===== src/logic/pad_ctrl_pkg.sv =====
// Package: offsets, field layout and codes for the pad output control bank.
// Assumes a 32-bit APB slave; each register is one aligned word.
package pad_ctrl_pkg;
   // ==========================================================
   // Register map (register indices; the full paddr must equal 4 x index)
   localparam int NUM_REGS = 10;
   localparam logic [15:0] PORT0_LOW_PAD_CTRL_OFFS = 16'hF080;
   localparam logic [15:0] PORT0_HIGH_PAD_CTRL_OFFS = 16'hF082;
   localparam logic [15:0] PORT1_LOW_PAD_CTRL_OFFS = 16'hF084;
   localparam logic [15:0] PORT1_HIGH_PAD_CTRL_OFFS = 16'hF086;
   localparam logic [15:0] PORT2_PAD_CTRL_OFFS = 16'hF088;
   localparam logic [15:0] PORT3_PAD_CTRL_OFFS = 16'hF08A;
   localparam logic [15:0] PORT4_PAD_CTRL_OFFS = 16'hF08C;
   localparam logic [15:0] PORT6_PAD_CTRL_OFFS = 16'hF08E;
   localparam logic [15:0] PORT7_PAD_CTRL_OFFS = 16'hF090;
   localparam logic [15:0] PORT8_PAD_CTRL_OFFS = 16'hF092;
   // Offsets are register indices: byte address = 4 x index
   localparam logic [15:0] REG_INDEX [NUM_REGS] = '{
      PORT0_LOW_PAD_CTRL_OFFS, PORT0_HIGH_PAD_CTRL_OFFS,
      PORT1_LOW_PAD_CTRL_OFFS, PORT1_HIGH_PAD_CTRL_OFFS,
      PORT2_PAD_CTRL_OFFS, PORT3_PAD_CTRL_OFFS,
      PORT4_PAD_CTRL_OFFS, PORT6_PAD_CTRL_OFFS,
      PORT7_PAD_CTRL_OFFS, PORT8_PAD_CTRL_OFFS};
   // Registers 4 and 5 serve the 16-bit ports
   localparam logic [NUM_REGS-1:0] WIDE_PORT_MASK = 10'h030;
   // ==========================================================
   // Field layout
   localparam int NIBBLES_WIDE = 4;
   localparam int NIBBLES_NARROW = 2;
   localparam int NIBBLE_BITS = 4;
   localparam int EDGE_POS = 0;
   localparam int DRIVE_POS = 2;
   localparam int FIELD_W = 2;
   localparam logic [15:0] PAD_CTRL_RESET = 16'h0000;
   localparam logic [15:0] NARROW_MASK = 16'h00FF;
   // ==========================================================
   // Encodings
   typedef enum logic [1:0] {
      EDGE_FAST = 2'h0,
      EDGE_SLOW = 2'h1,
      EDGE_RSVD2 = 2'h2,
      EDGE_RSVD3 = 2'h3
   } edge_rate_t;
   typedef enum logic [1:0] {
      DRIVE_HIGH = 2'h0,
      DRIVE_DYNAMIC = 2'h1,
      DRIVE_LOW = 2'h2,
      DRIVE_RSVD = 2'h3
   } drive_strength_t;
   localparam int SLOW_EDGE_NS = 60;
endpackage


===== src/logic/pad_output_driver_control_regs.sv =====
// Pad output driver control bank: APB slave with ten control words.
// Assumes a 32-bit APB master; pad analog cells consume the field outputs.
// What this block does
// - Each four-pad nibble has a two-bit edge-rate select field.
// - Each nibble also has a separate two-bit drive-strength select.
// - Edge code 01 is slow edges near 60 ns; 10 reserved.
// - Drive 00 high, 01 dynamic, 10 low current.
// - Eight-bit port registers read zero in bits 15 to 8.
// - Each register governs one fixed port, two or four nibbles.
// - Nibble index runs 0 to 3; 3 is top of 16-bit port.
`timescale 1ns/1ns
`default_nettype none
module pad_output_driver_control_regs
   import pad_ctrl_pkg::*;
(
   input wire logic pclk,
   input wire logic presetn,
   input wire logic clk_en,
   input wire logic psel,
   input wire logic penable,
   input wire logic pwrite,
   input wire logic [31:0] paddr,
   input wire logic [31:0] pwdata,
   input wire logic [3:0] pstrb,
   output logic [31:0] prdata,
   output logic pready,
   output logic pslverr,
   // Edge and drive selects, two bits per nibble, nibble 0 lowest
   output logic [2*NIBBLES_NARROW-1:0] port0_low_edge,
   output logic [2*NIBBLES_NARROW-1:0] port0_low_drive,
   output logic [2*NIBBLES_NARROW-1:0] port0_high_edge,
   output logic [2*NIBBLES_NARROW-1:0] port0_high_drive,
   output logic [2*NIBBLES_NARROW-1:0] port1_low_edge,
   output logic [2*NIBBLES_NARROW-1:0] port1_low_drive,
   output logic [2*NIBBLES_NARROW-1:0] port1_high_edge,
   output logic [2*NIBBLES_NARROW-1:0] port1_high_drive,
   output logic [2*NIBBLES_WIDE-1:0] port2_edge,
   output logic [2*NIBBLES_WIDE-1:0] port2_drive,
   output logic [2*NIBBLES_WIDE-1:0] port3_edge,
   output logic [2*NIBBLES_WIDE-1:0] port3_drive,
   output logic [2*NIBBLES_NARROW-1:0] port4_edge,
   output logic [2*NIBBLES_NARROW-1:0] port4_drive,
   output logic [2*NIBBLES_NARROW-1:0] port6_edge,
   output logic [2*NIBBLES_NARROW-1:0] port6_drive,
   output logic [2*NIBBLES_NARROW-1:0] port7_edge,
   output logic [2*NIBBLES_NARROW-1:0] port7_drive,
   output logic [2*NIBBLES_NARROW-1:0] port8_edge,
   output logic [2*NIBBLES_NARROW-1:0] port8_drive
);
   // ==========================================================
   // Address decode
   logic [NUM_REGS-1:0] hit;
   logic any_hit;
   logic setup;
   logic [15:0] value [NUM_REGS];
   logic [2*NIBBLES_WIDE-1:0] edge_all [NUM_REGS];
   logic [2*NIBBLES_WIDE-1:0] drive_all [NUM_REGS];
   logic [31:0] rd_next;
   logic [31:0] prdata_reg;
   logic pslverr_reg;
   logic pready_reg;
   // Low half-word written only when both low lanes are enabled
   logic lanes_ok;

   assign setup = psel && !penable;
   assign lanes_ok = pstrb[0] && pstrb[1];

   always_comb begin
      hit = '0;
      for (int i = 0; i < NUM_REGS; i++) begin
         hit[i] = (paddr[31:0] == {14'h0, REG_INDEX[i], 2'b00});
      end
      any_hit = |hit;
   end

   // ==========================================================
   // Control words, one per port, two each (low and high) for ports 0 and 1
   genvar r;
   generate
      for (r = 0; r < NUM_REGS; r++) begin : g_reg
         localparam int NIB = WIDE_PORT_MASK[r] ? NIBBLES_WIDE
                                                 : NIBBLES_NARROW;
         logic [2*NIB-1:0] e_sel;
         logic [2*NIB-1:0] d_sel;
         pad_ctrl_word #(.NIBBLES(NIB)) u_word (
            .pclk(pclk),
            .presetn(presetn),
            .clk_en(clk_en),
            .wr_en(setup && pwrite && hit[r] && lanes_ok),
            .wr_data(pwdata[15:0]),
            .value(value[r]),
            .edge_sel(e_sel),
            .drive_sel(d_sel)
         );
         always_comb begin
            edge_all[r] = '0;
            drive_all[r] = '0;
            edge_all[r][2*NIB-1:0] = e_sel;
            drive_all[r][2*NIB-1:0] = d_sel;
         end
      end
   endgenerate

   // ==========================================================
   // Read data and response, captured in setup, shown in access
   always_comb begin
      rd_next = 32'h0000_0000;
      for (int i = 0; i < NUM_REGS; i++) begin
         if (hit[i]) begin
            rd_next = {16'h0000, value[i]};
         end
      end
   end

   always_ff @(posedge pclk or negedge presetn) begin
      if (!presetn) begin
         prdata_reg <= 32'h0000_0000;
         pslverr_reg <= 1'b0;
      end else if (clk_en && setup) begin
         prdata_reg <= pwrite ? 32'h0000_0000 : rd_next;
         pslverr_reg <= !any_hit;
      end
   end

   // Ready follows a setup cycle taken with clk_en high, so such an access has one wait-free phase
   always_ff @(posedge pclk or negedge presetn) begin
      if (!presetn) begin
         pready_reg <= 1'b0;
      end else if (clk_en) begin
         pready_reg <= setup;
      end
   end

   assign prdata = prdata_reg;
   assign pready = pready_reg;
   assign pslverr = pslverr_reg && pready_reg;

   // ==========================================================
   // Pad field outputs; codes follow edge_rate_t and drive_strength_t
   assign port0_low_edge = edge_all[0][2*NIBBLES_NARROW-1:0];
   assign port0_low_drive = drive_all[0][2*NIBBLES_NARROW-1:0];
   assign port0_high_edge = edge_all[1][2*NIBBLES_NARROW-1:0];
   assign port0_high_drive = drive_all[1][2*NIBBLES_NARROW-1:0];
   assign port1_low_edge = edge_all[2][2*NIBBLES_NARROW-1:0];
   assign port1_low_drive = drive_all[2][2*NIBBLES_NARROW-1:0];
   assign port1_high_edge = edge_all[3][2*NIBBLES_NARROW-1:0];
   assign port1_high_drive = drive_all[3][2*NIBBLES_NARROW-1:0];
   assign port2_edge = edge_all[4];
   assign port2_drive = drive_all[4];
   assign port3_edge = edge_all[5];
   assign port3_drive = drive_all[5];
   assign port4_edge = edge_all[6][2*NIBBLES_NARROW-1:0];
   assign port4_drive = drive_all[6][2*NIBBLES_NARROW-1:0];
   assign port6_edge = edge_all[7][2*NIBBLES_NARROW-1:0];
   assign port6_drive = drive_all[7][2*NIBBLES_NARROW-1:0];
   assign port7_edge = edge_all[8][2*NIBBLES_NARROW-1:0];
   assign port7_drive = drive_all[8][2*NIBBLES_NARROW-1:0];
   assign port8_edge = edge_all[9][2*NIBBLES_NARROW-1:0];
   assign port8_drive = drive_all[9][2*NIBBLES_NARROW-1:0];
endmodule
`default_nettype wire


===== src/logic/pad_ctrl_word.sv =====
// One pad output control word with nibble field decode.
// Assumes write strobe and data already qualified by the bus slave.
`timescale 1ns/1ns
`default_nettype none
module pad_ctrl_word
   import pad_ctrl_pkg::*;
#(
   parameter int NIBBLES = NIBBLES_WIDE
) (
   input wire logic pclk,
   input wire logic presetn,
   input wire logic clk_en,
   input wire logic wr_en,
   input wire logic [15:0] wr_data,
   output logic [15:0] value,
   output logic [2*NIBBLES-1:0] edge_sel,
   output logic [2*NIBBLES-1:0] drive_sel
);
   localparam int W = NIBBLES * NIBBLE_BITS;
   logic [W-1:0] word_reg;

   // ==========================================================
   // Storage
   always_ff @(posedge pclk or negedge presetn) begin
      if (!presetn) begin
         word_reg <= PAD_CTRL_RESET[W-1:0];
      end else if (clk_en && wr_en) begin
         word_reg <= wr_data[W-1:0];
      end
   end

   // Unimplemented upper nibbles read as zero
   always_comb begin
      value = 16'h0000;
      value[W-1:0] = word_reg;
   end

   // ==========================================================
   // Per-nibble field split
   genvar n;
   generate
      for (n = 0; n < NIBBLES; n++) begin : g_nib
         assign edge_sel[2*n +: FIELD_W] =
            word_reg[NIBBLE_BITS*n + EDGE_POS +: FIELD_W];
         assign drive_sel[2*n +: FIELD_W] =
            word_reg[NIBBLE_BITS*n + DRIVE_POS +: FIELD_W];
      end
   endgenerate
endmodule
`default_nettype wire


===== config.mk =====
export PLATFORM = sky130hd
export DESIGN_NAME = pad_output_driver_control_regs
export DESIGN_NICKNAME = d
export VERILOG_FILES = /design/src/logic/pad_ctrl_pkg.sv /design/src/logic/pad_output_driver_control_regs.sv /design/src/logic/pad_ctrl_word.sv
export SDC_FILE = /design/constraint.sdc
export NUM_CORES = 1
export LEC_CHECK = 0
export ABC_AREA = 1
export ABC_CLOCK_PERIOD_IN_PS = 1400
export BUFFER_PORTS_ARGS = -buffer_cell sky130_fd_sc_hd__buf_2
export CAP_MARGIN = 20
export CORE_UTILIZATION = 35
export DETAILED_ROUTE_END_ITERATION = 7
export PLACE_DENSITY = 0.58
export SYNTH_ARGS = -nofsm -noshare
export SYNTH_HDL_FRONTEND = slang
export SYNTH_SLANG_ARGS = --single-unit
export TNS_END_PERCENT = 1

===== constraint.sdc =====
create_clock -name pclk -period 1.4 [get_ports pclk]
set_input_delay 0.14 -clock pclk [delete_from_list [all_inputs] [get_ports pclk]]
set_output_delay 0.14 -clock pclk [all_outputs]
set_load 0.05 [all_outputs]

==> results.py, run 1 <==
metrics = {
    "global_route": {
        "grt-ovfl-total": 0,
        "grt_pass1_vias": 5247,
        "grt_pass1_wl_um": 28100,
        "grt_start_max_net_pins": 36,
        "grtUsageTotal_pct": 22.8,
        "antenna_found_initial": 0,
    },
    "worst_setup_path": {
        "crit_path_top_delay_cell": "or4_4",
        "path_class": "primary input to flip-flop",
        "end_kind": "flip-flop",
        "crit_family": "simple AND/OR/NAND/NOR gates",
        "path_max_fanout": 32,
        "critPathLaunchType": "primary input",
        "cp.depth": 10,
        "cp_slowest_stage_delay_ns": 0.54,
        "critical_path_buf_inv_count": 3,
        "reg2reg_depth": 8,
        "worstPathRequired_ns": 1.69,
        "worstPathArrival_ns": 1.74,
        "crit_chain": "buf_2 -> or4_4 -> nor2_4 -> nand2_2 -> nor3_4 -> buf_4 -> nand3_4 -> buf_12 -> nand2_1 -> o21ai_1",
    },
    "cells_and_area": {
        "fin_cells": 1199,
        "nFillCells": 1560,
        "final_common_cell": "nand2_1",
        "largest_reg_flops": 64,
        "layout_common_cells": "nand2_1 (235), buf_2 (170), dfrtp_1 (114), o21ai_1 (96), inv_1 (67)",
        "multi_input_area_mm2": 0.00250,
        "areaGrowthSynthToFinish_pct": 43.6,
        "n_antenna_cell": 0,
        "seqCellArea_mm2": 0.00285,
        "design_area_mm2": 0.00820,
        "drive_gt1_share_pct": 34.2,
        "nets": 1044,
    },
    "sta": {
        "fin_ws_ns": -0.0492,
        "drv_slew": 0,
        "setup_viol": 48,
        "timing.hold.ws_ns": 0.0262,
        "hold_viol": 0,
        "max_freq_mhz": 690,
        "fin_setup_tns_ns": -1.12,
        "finalCriticalPeriod_ns": 1.45,
        "rsz0062_at_grt": "yes",
        "fin_skew_ns": 0.00563,
        "slew-limit-headroom_pct": 65.7,
        "worst_pin_slew_ns": 0.513,
        "post-route-period-util_pct": 104,
    },
    "clock_tree": {
        "clockBufferDepth": 2,
        "clock_latency_ns": 0.42,
        "path_clk_slew_ns": 0.05,
        "cts_tree": "built",
        "cts.sink_count": 114,
        "clk_root_buffer_cell": "clkbuf_16",
        "ctsHtreeMaxLevel": 4,
        "cts_made_buffers": 17,
    },
    "die": {
        "die_w_um": 130,
        "num_rows": 46,
        "dieArea_mm2": 0.0168,
        "io_pins": 204,
        "coreArea_mm2": 0.0159,
        "initial_core_util_pct": 36.0,
        "fp.dieH_um": 130,
    },
    "worst_hold_path": {
        "whs_path_depth": 3,
        "hold_path_class": "primary input to flip-flop",
    },
    "placement": {
        "port_buffers": 169,
        "postPlaceCellArea_mm2": 0.00729,
        "gp_congestion": 0.846,
        "dp.cells": 1149,
        "dp_hpwl_um": 13300,
    },
    "outcome": {
        "failed_checks": "setup timing",
        "status": "complete, but fails checks",
    },
    "synthesis": {
        "netlist.top_cell.by_area": "dfrtp_1",
        "netlist_area_mm2": 0.00571,
        "synth_area_leaders": "dfrtp_1 (50%), nand2_1 (16%), o21ai_1 (8.4%), inv_1 (4.5%), nand3_1 (3.9%)",
        "yosys_warnings": 0,
        "synth_seq_cells": 114,
        "synth_area_per_cell_um2": 7.95,
        "synth.distinct_cells": 27,
        "synth_top_area_share_pct": 49.9,
        "syn_inst": 719,
        "synth-seq-area-share_pct": 49.9,
    },
    "route": {
        "drt_iter0_drc": 346,
        "num_vias": 5715,
        "antenna_left": 0,
        "dr.pass1.iters": 5,
        "met2_length_um": 9000,
        "dr.max_layer_used": "met4",
        "dr_wl_met3_um": 870,
        "wl_per_cell_um": 15.7,
        "wl_met1_um": 8500,
        "routed_via_density": 4.77,
        "routed_wl_um": 18800,
        "drc": 0,
    },
    "power": {
        "power_leakage_nw": 4.47,
        "ir_drop_mv": 0.901,
        "power_density_mw_per_mm2": 1030,
    },
    "flow_run": {
        "max-cap-violations": 0,
    },
}
## timing repair
| item | in CTS | in global routing |
|---|---|---|
| hold buffers | 9 | 0 |
| endpoints found under the setup margin | 101 | 113 |
| resized for setup | 7 | 28 |
| pin swaps | 5 | 12 |
| cloned | 0 | 6 |
| hold endpoints to repair | 31 | 0 |
| setup buffers | 1 | 2 |
## cell families after synthesis
kind of cell	count (synthesis)	share of synthesized area, %
AO/OA/AOI/OAI	122	11.8
AND/OR/NAND/NOR	364	28.4
flip-flops	114	49.9
other	1	0.0656
buffers and inverters	118	9.77
## worst min-delay path, delay by kind of cell
family | cells | cell delay, ns
buffers and inverters | 2 | 0.20
AOI/OAI and AO/OA | 1 | 0.06
## metrics by stage
stage,power (mW),util [%],setup WS (ns)
4_1_cts,8.53,50.6,-0.0777
3_3_place_gp,3.86,45.9,-0.547
3_5_place_dp,3.86,45.9,-0.582
2_1_floorplan,3.62,-,-0.448
5_1_grt,8.74,51.6,-0.166
6_report,8.45,51.6,-0.0492
## worst paths after layout
kind | start | to | slack, ns
max | paddr[25] | g_reg[5].u_word.value[4]$_DFFE_PN0P_ | -0.05
min | pwdata[14] | g_reg[5].u_word.value[14]$_DFFE_PN0P_ | 0.03
max reg2reg | g_reg[0].u_word.word_reg[3]$_DFFE_PN0P_ | prdata[3]$_DFFE_PN0P_ | 0.02
min reg2reg | prdata[3]$_DFFE_PN0P_ | prdata[3]$_DFFE_PN0P_ | 0.47
max in group asynchronous | presetn | g_reg[5].u_word.value[2]$_DFFE_PN0P_ | 0.63
min in group asynchronous | presetn | g_reg[6].u_word.word_reg[3]$_DFFE_PN0P_ | 0.22
## cells in the mapped netlist (all sizes together)
master   number
nand2       239
dfrtp       114
o21ai       113
inv          76
nand3        52
nor2         42
buf          29
clkbuf       12
nand4        12
nor3          9
o2111ai       8
nand3b        7
or4           3
a22o          1
clkinv        1
conb          1
## area by class of cell
cell class / count / share of cell area [%]
clock buffer: 22 / 5.78
clock inverter: 10 / 1.89
inverter: 77 / 3.52
multi-input combinational: 506 / 30.5
sequential: 114 / 34.8
tap: 216 / 3.30
timing repair buffer: 254 / 20.2
## where the power goes
| part | internal, mW | total [mW] | switching (mW) | leakage, nW |
|---|---|---|---|---|
| Combinational | 0.159 | 0.519 | 0.360 | 2.58 |
| Sequential | 3.31 | 3.31 | 0.00709 | 1.59 |
| Clock | 3.10 | 4.62 | 1.52 | 0.306 |
| Total | 6.57 | 8.45 | 1.88 | 4.47 |
## routing by layer
metal / vias to the layer above / track usage, %
li1: 2819 / -
met4: 0 / 9.30
met3: 30 / 4.88
met2: 174 / 36.8
met5: - / 0
met1: 2692 / 29.9
No activity file was read; power rests on OpenSTA's default activity.
==> inputs of run 2 (changes only) <==
- CORE_MARGIN: unset -> 5
==> results.py, run 2 (synthesis results as in run 1) <==
metrics = {
    "outcome": {
        "status": "complete, but fails checks",
        "failed_checks": "setup timing",
    },
    "sta": {
        "setup_viol": 52,
        "worst_pin_slew_ns": 0.564,
        "max_freq_mhz": 667,
        "fin_setup_tns_ns": -2.77,
        "rsz0062_at_grt": "yes",
        "slew-limit-headroom_pct": 62.4,
        "fin_skew_ns": 0.00664,
        "post-route-period-util_pct": 107,
        "fin_ws_ns": -0.0985,
        "hold_viol": 0,
        "finalCriticalPeriod_ns": 1.50,
        "drv_slew": 0,
    },
    "cells_and_area": {
        "layout_common_cells": "nand2_1 (219), buf_2 (167), dfrtp_1 (114), o21ai_1 (95), inv_1 (67)",
        "final_common_cell": "nand2_1",
        "nets": 1042,
        "fin_util_pct": 52.0,
        "fin_cells": 1196,
        "largest_reg_flops": 64,
        "design_area_mm2": 0.00829,
        "n_antenna_cell": 0,
        "areaGrowthSynthToFinish_pct": 45.0,
        "drive_gt1_share_pct": 36.0,
    },
    "die": {
        "coreArea_mm2": 0.0159,
        "fp.dieH_um": 138,
        "dieArea_mm2": 0.0190,
        "die_w_um": 138,
        "io_pins": 204,
        "initial_core_util_pct": 35.8,
        "num_rows": 46,
    },
    "route": {
        "wl_per_cell_um": 16.9,
        "drt_iter0_drc": 291,
        "dr.pass1.iters": 6,
        "antenna_left": 0,
        "routed_wl_um": 20200,
        "routed_via_density": 4.80,
        "drc": 0,
        "num_vias": 5743,
    },
    "placement": {
        "dp_hpwl_um": 14000,
        "gp_congestion": 0.897,
        "port_buffers": 169,
        "dp.cells": 1146,
        "postPlaceCellArea_mm2": 0.00727,
    },
    "global_route": {
        "grt_pass1_vias": 5432,
        "grt_start_max_net_pins": 42,
        "antenna_found_initial": 1,
        "grt_pass1_wl_um": 29800,
        "grt-ovfl-total": 0,
        "grtUsageTotal_pct": 20.9,
    },
    "clock_tree": {
        "path_clk_slew_ns": 0.05,
        "clockBufferDepth": 2,
        "clk_root_buffer_cell": "clkbuf_16",
        "clock_latency_ns": 0.42,
        "cts.sink_count": 114,
        "ctsHtreeMaxLevel": 4,
        "cts_tree": "built",
        "cts_made_buffers": 17,
    },
    "worst_hold_path": {
        "hold_path_class": "primary input to flip-flop",
    },
    "power": {
        "power_leakage_nw": 4.51,
        "ir_drop_mv": 0.859,
        "finalPower_mw": 8.10,
        "power_density_mw_per_mm2": 978,
    },
    "worst_setup_path": {
        "worstPathArrival_ns": 1.78,
        "path_max_fanout": 8,
        "critPathLaunchType": "primary input",
        "end_kind": "flip-flop",
        "worstPathRequired_ns": 1.68,
        "path_class": "primary input to flip-flop",
    },
    "flow_run": {
        "max-cap-violations": 0,
    },
}
[run 2: changes by cell type in the layout (fill, tap and decap cells not counted), sizes merged]
cell / change
buf: -3
bufinv: -2
clkbuf: +1
clkinv: +2
dlygate4sd3: -1
[run 2: through the flow]
stage               worst slack (ns)  hold slack (ns)
finish                       -0.0985           0.0150
global route                  -0.182           0.0116
CTS                          -0.0931          0.00478
detailed placement            -0.557           0.0851
global placement              -0.543           0.0848
floorplan                     -0.448           -0.156
[run 2: path summary, 6_finish.rpt]
| path | start | end | slack (ns) | cells past startpoint |
|---|---|---|---|---|
| worst max-delay path | paddr[25] | g_reg[5].u_word.value[3]$_DFFE_PN0P_ | -0.1 | 10 |
| worst min-delay path | pwdata[8] | g_reg[5].u_word.value[8]$_DFFE_PN0P_ | 0.02 | 3 |
| worst max register to register | g_reg[0].u_word.word_reg[3]$_DFFE_PN0P_ | prdata[3]$_DFFE_PN0P_ | -0.01 | 8 |
| worst min register to register | prdata[2]$_DFFE_PN0P_ | prdata[2]$_DFFE_PN0P_ | 0.47 | 2 |
| max in group asynchronous | presetn | g_reg[4].u_word.value[15]$_DFFE_PN0P_ | 0.65 | 3 |
| min in group asynchronous | presetn | g_reg[8].u_word.word_reg[4]$_DFFE_PN0P_ | 0.20 | 2 |
[run 2: routing by layer]
layer,vias up,wire (µm),track usage [%]
met4,2,386,7.35
met1,2722,8770,28.3
met3,35,1150,4.13
met2,166,9890,33.5
met5,-,8,0
li1,2818,-,-
[run 2: what timing repair did]
action                     4_1_cts  5_1_grt
hold endpoints to repair        87        0
pin swaps                        4       15
setup endpoints to repair      107      113
setup buffers                    1        2
resized for setup                8       58
hold buffers                     8        0
cloned                           2        6
[run 2: where the power goes]
part           internal [mW]  switching [mW]
logic                  0.152           0.360
registers               3.31         0.00613
clock network           2.73            1.54
[run 2: cell type report]
type                       instances  area, µm²
tap                              216        270
multi-input combinational        506       2580
sequential                       114       2850
timing repair buffer             252       1710
clock buffer                      21        470
inverter                          77        289
clock inverter                    10        109
fill                            1581       7660
[run 2: critical path: stages]
cell and delay (ns):
buf_6 0.09, or4_4 0.54, nor2_4 0.15, nand2_4 0.08
nor3_4 0.19, buf_6 0.14, nand3_4 0.12, clkbuf_16 0.21
nand2_1 0.06, o21ai_1 0.05
==> inputs of run 3 (changes only) <==
- CELL_PAD_IN_SITES_DETAIL_PLACEMENT: unset -> 1
- CELL_PAD_IN_SITES_GLOBAL_PLACEMENT: unset -> 1
- PLACE_DENSITY: 0.58 -> 0.77
==> results.py, run 3 (synthesis results as in run 1) <==
metrics = {
    "outcome": {
        "status": "complete, but fails checks",
        "failed_checks": "setup timing",
    },
    "sta": {
        "setup_viol": 59,
        "rsz0062_at_grt": "yes",
        "drv_slew": 0,
        "fin_setup_tns_ns": -3.27,
        "timing.hold.ws_ns": 0.0110,
        "finalCriticalPeriod_ns": 1.50,
        "fin_skew_ns": 0.00568,
        "slew-limit-headroom_pct": 64.3,
        "fin_ws_ns": -0.102,
        "post-route-period-util_pct": 107,
        "hold_viol": 0,
        "worst_pin_slew_ns": 0.535,
        "max_freq_mhz": 666,
    },
    "worst_setup_path": {
        "critical_path_buf_inv_count": 2,
        "reg2reg_depth": 8,
        "end_kind": "flip-flop",
        "worstPathRequired_ns": 1.73,
        "crit_path_top_delay_cell": "or4_1",
        "startpoint": "paddr[29]",
        "cp_slowest_stage_delay_ns": 0.53,
        "critPathLaunchType": "primary input",
        "worstPathArrival_ns": 1.84,
        "r2r-start": "g_reg[1].u_word.word_reg[5]$_DFFE_PN0P_",
        "crit_chain": "buf_2 -> or4_1 -> nor2_2 -> nand2_4 -> nor3_4 -> buf_6 -> nand3_2 -> o21ai_1",
        "reg2reg_to": "prdata[5]$_DFFE_PN0P_",
        "path_class": "primary input to flip-flop",
        "crit_family": "simple AND/OR/NAND/NOR gates",
        "path_max_fanout": 8,
        "ff2ff_setup_slack_ns": -0.01,
    },
    "clock_tree": {
        "cts_made_buffers": 17,
        "clockBufferDepth": 2,
        "cts_tree": "built",
        "clk_root_buffer_cell": "clkbuf_16",
        "path_clk_slew_ns": 0.05,
        "ctsHtreeMaxLevel": 4,
        "clock_latency_ns": 0.42,
        "cts.sink_count": 114,
    },
    "cells_and_area": {
        "layout_common_cells": "nand2_1 (222), buf_2 (166), dfrtp_1 (114), o21ai_1 (96), inv_1 (68)",
        "design_area_mm2": 0.00833,
        "nets": 1042,
        "final_common_cell": "nand2_1",
        "drive_gt1_share_pct": 36.0,
        "largest_reg_flops": 64,
        "fin_cells": 1197,
        "areaGrowthSynthToFinish_pct": 45.9,
        "n_antenna_cell": 0,
    },
    "global_route": {
        "grt_pass1_vias": 6006,
        "grt_pass1_wl_um": 32700,
        "grtUsageTotal_pct": 23.1,
        "grt-ovfl-total": 0,
        "grt_start_max_net_pins": 33,
        "antenna_found_initial": 0,
    },
    "route": {
        "drc": 0,
        "drt_iter0_drc": 370,
        "antenna_left": 0,
        "routed_wl_um": 22300,
        "dr.pass1.iters": 5,
        "routed_via_density": 5.08,
        "num_vias": 6077,
        "wl_per_cell_um": 18.6,
    },
    "power": {
        "power_density_mw_per_mm2": 1030,
        "finalPower_mw": 8.56,
        "power_leakage_nw": 4.57,
        "ir_drop_mv": 0.925,
    },
    "die": {
        "die_w_um": 138,
        "initial_core_util_pct": 35.8,
        "num_rows": 46,
        "fp.dieH_um": 138,
        "dieArea_mm2": 0.0190,
        "io_pins": 204,
        "coreArea_mm2": 0.0159,
    },
    "placement": {
        "dp.cells": 1151,
        "dp_hpwl_um": 15600,
        "postPlaceCellArea_mm2": 0.00731,
        "gp_congestion": 0.895,
        "port_buffers": 169,
    },
    "worst_hold_path": {
        "holdPathEnd": "g_reg[5].u_word.value[10]$_DFFE_PN0P_",
        "min_from": "pwdata[10]",
        "whs_path_depth": 3,
        "hold_path_class": "primary input to flip-flop",
    },
    "flow_run": {
        "max-cap-violations": 0,
    },
}
[run 3: worst min-delay path, stage by stage]
cell and delay, ns:
buf_2 0.10, inv_1 0.07, o21ai_2 0.07
[run 3: worst max path at each step]
stage,end,slack [ns],depth (start not counted)
2_1_floorplan,g_reg[5].u_word.value[10]$_DFFE_PN0P_,-0.45,8
3_3_place_gp,prdata[6]$_DFFE_PN0P_,-0.59,15
3_5_place_dp,prdata[5]$_DFFE_PN0P_,-0.64,15
5_1_grt,prdata[2]$_DFFE_PN0P_,-0.19,15
4_1_cts,prdata[6]$_DFFE_PN0P_,-0.09,15
6_report,g_reg[9].u_word.word_reg[2]$_DFFE_PN0P_,-0.10,8
[run 3: cell type report]
| cell class | instances | area (µm²) |
|---|---|---|
| Clock buffer | 23 | 488 |
| Clock inverter | 9 | 151 |
| Fill cell | 1979 | 7610 |
| Inverter | 77 | 292 |
| Multi-Input combinational cell | 506 | 2600 |
| Sequential cell | 114 | 2850 |
| Tap cell | 216 | 270 |
| Timing Repair Buffer | 252 | 1680 |
[run 3: per-stage QoR]
| step | setup slack [ns] | util, % |
|---|---|---|
| finish | -0.102 | 52.3 |
| floorplan | -0.448 | - |
| global route | -0.187 | 52.3 |
| CTS | -0.0871 | 50.5 |
| global placement | -0.594 | 45.8 |
| detailed placement | -0.640 | 45.8 |
[run 3: metal layers]
| layer | up-vias | GRT usage, % | wire, µm |
|---|---|---|---|
| met2 | 189 | 38.9 | 11200 |
| li1 | 2818 | - | - |
| met5 | - | 0 | 0 |
| met3 | 37 | 4.38 | 1150 |
| met1 | 3033 | 29.7 | 9450 |
| met4 | 0 | 7.79 | 468 |
[run 3: where the power goes]
group / internal [mW] / switching [mW] / total [mW]
registers: 3.30 / 0.00752 / 3.31
clock network: 3.16 / 1.55 / 4.71
logic: 0.161 / 0.379 / 0.539
total: 6.63 / 1.93 / 8.56
[run 3: what timing repair did]
action | CTS | global route
cloned | 0 | 5
gates resized for setup | 14 | 55
hold endpoints to repair | 55 | 0
pin swaps | 2 | 29
endpoints found under the setup margin | 112 | 113
hold buffers | 5 | 0
setup buffers | 0 | 4
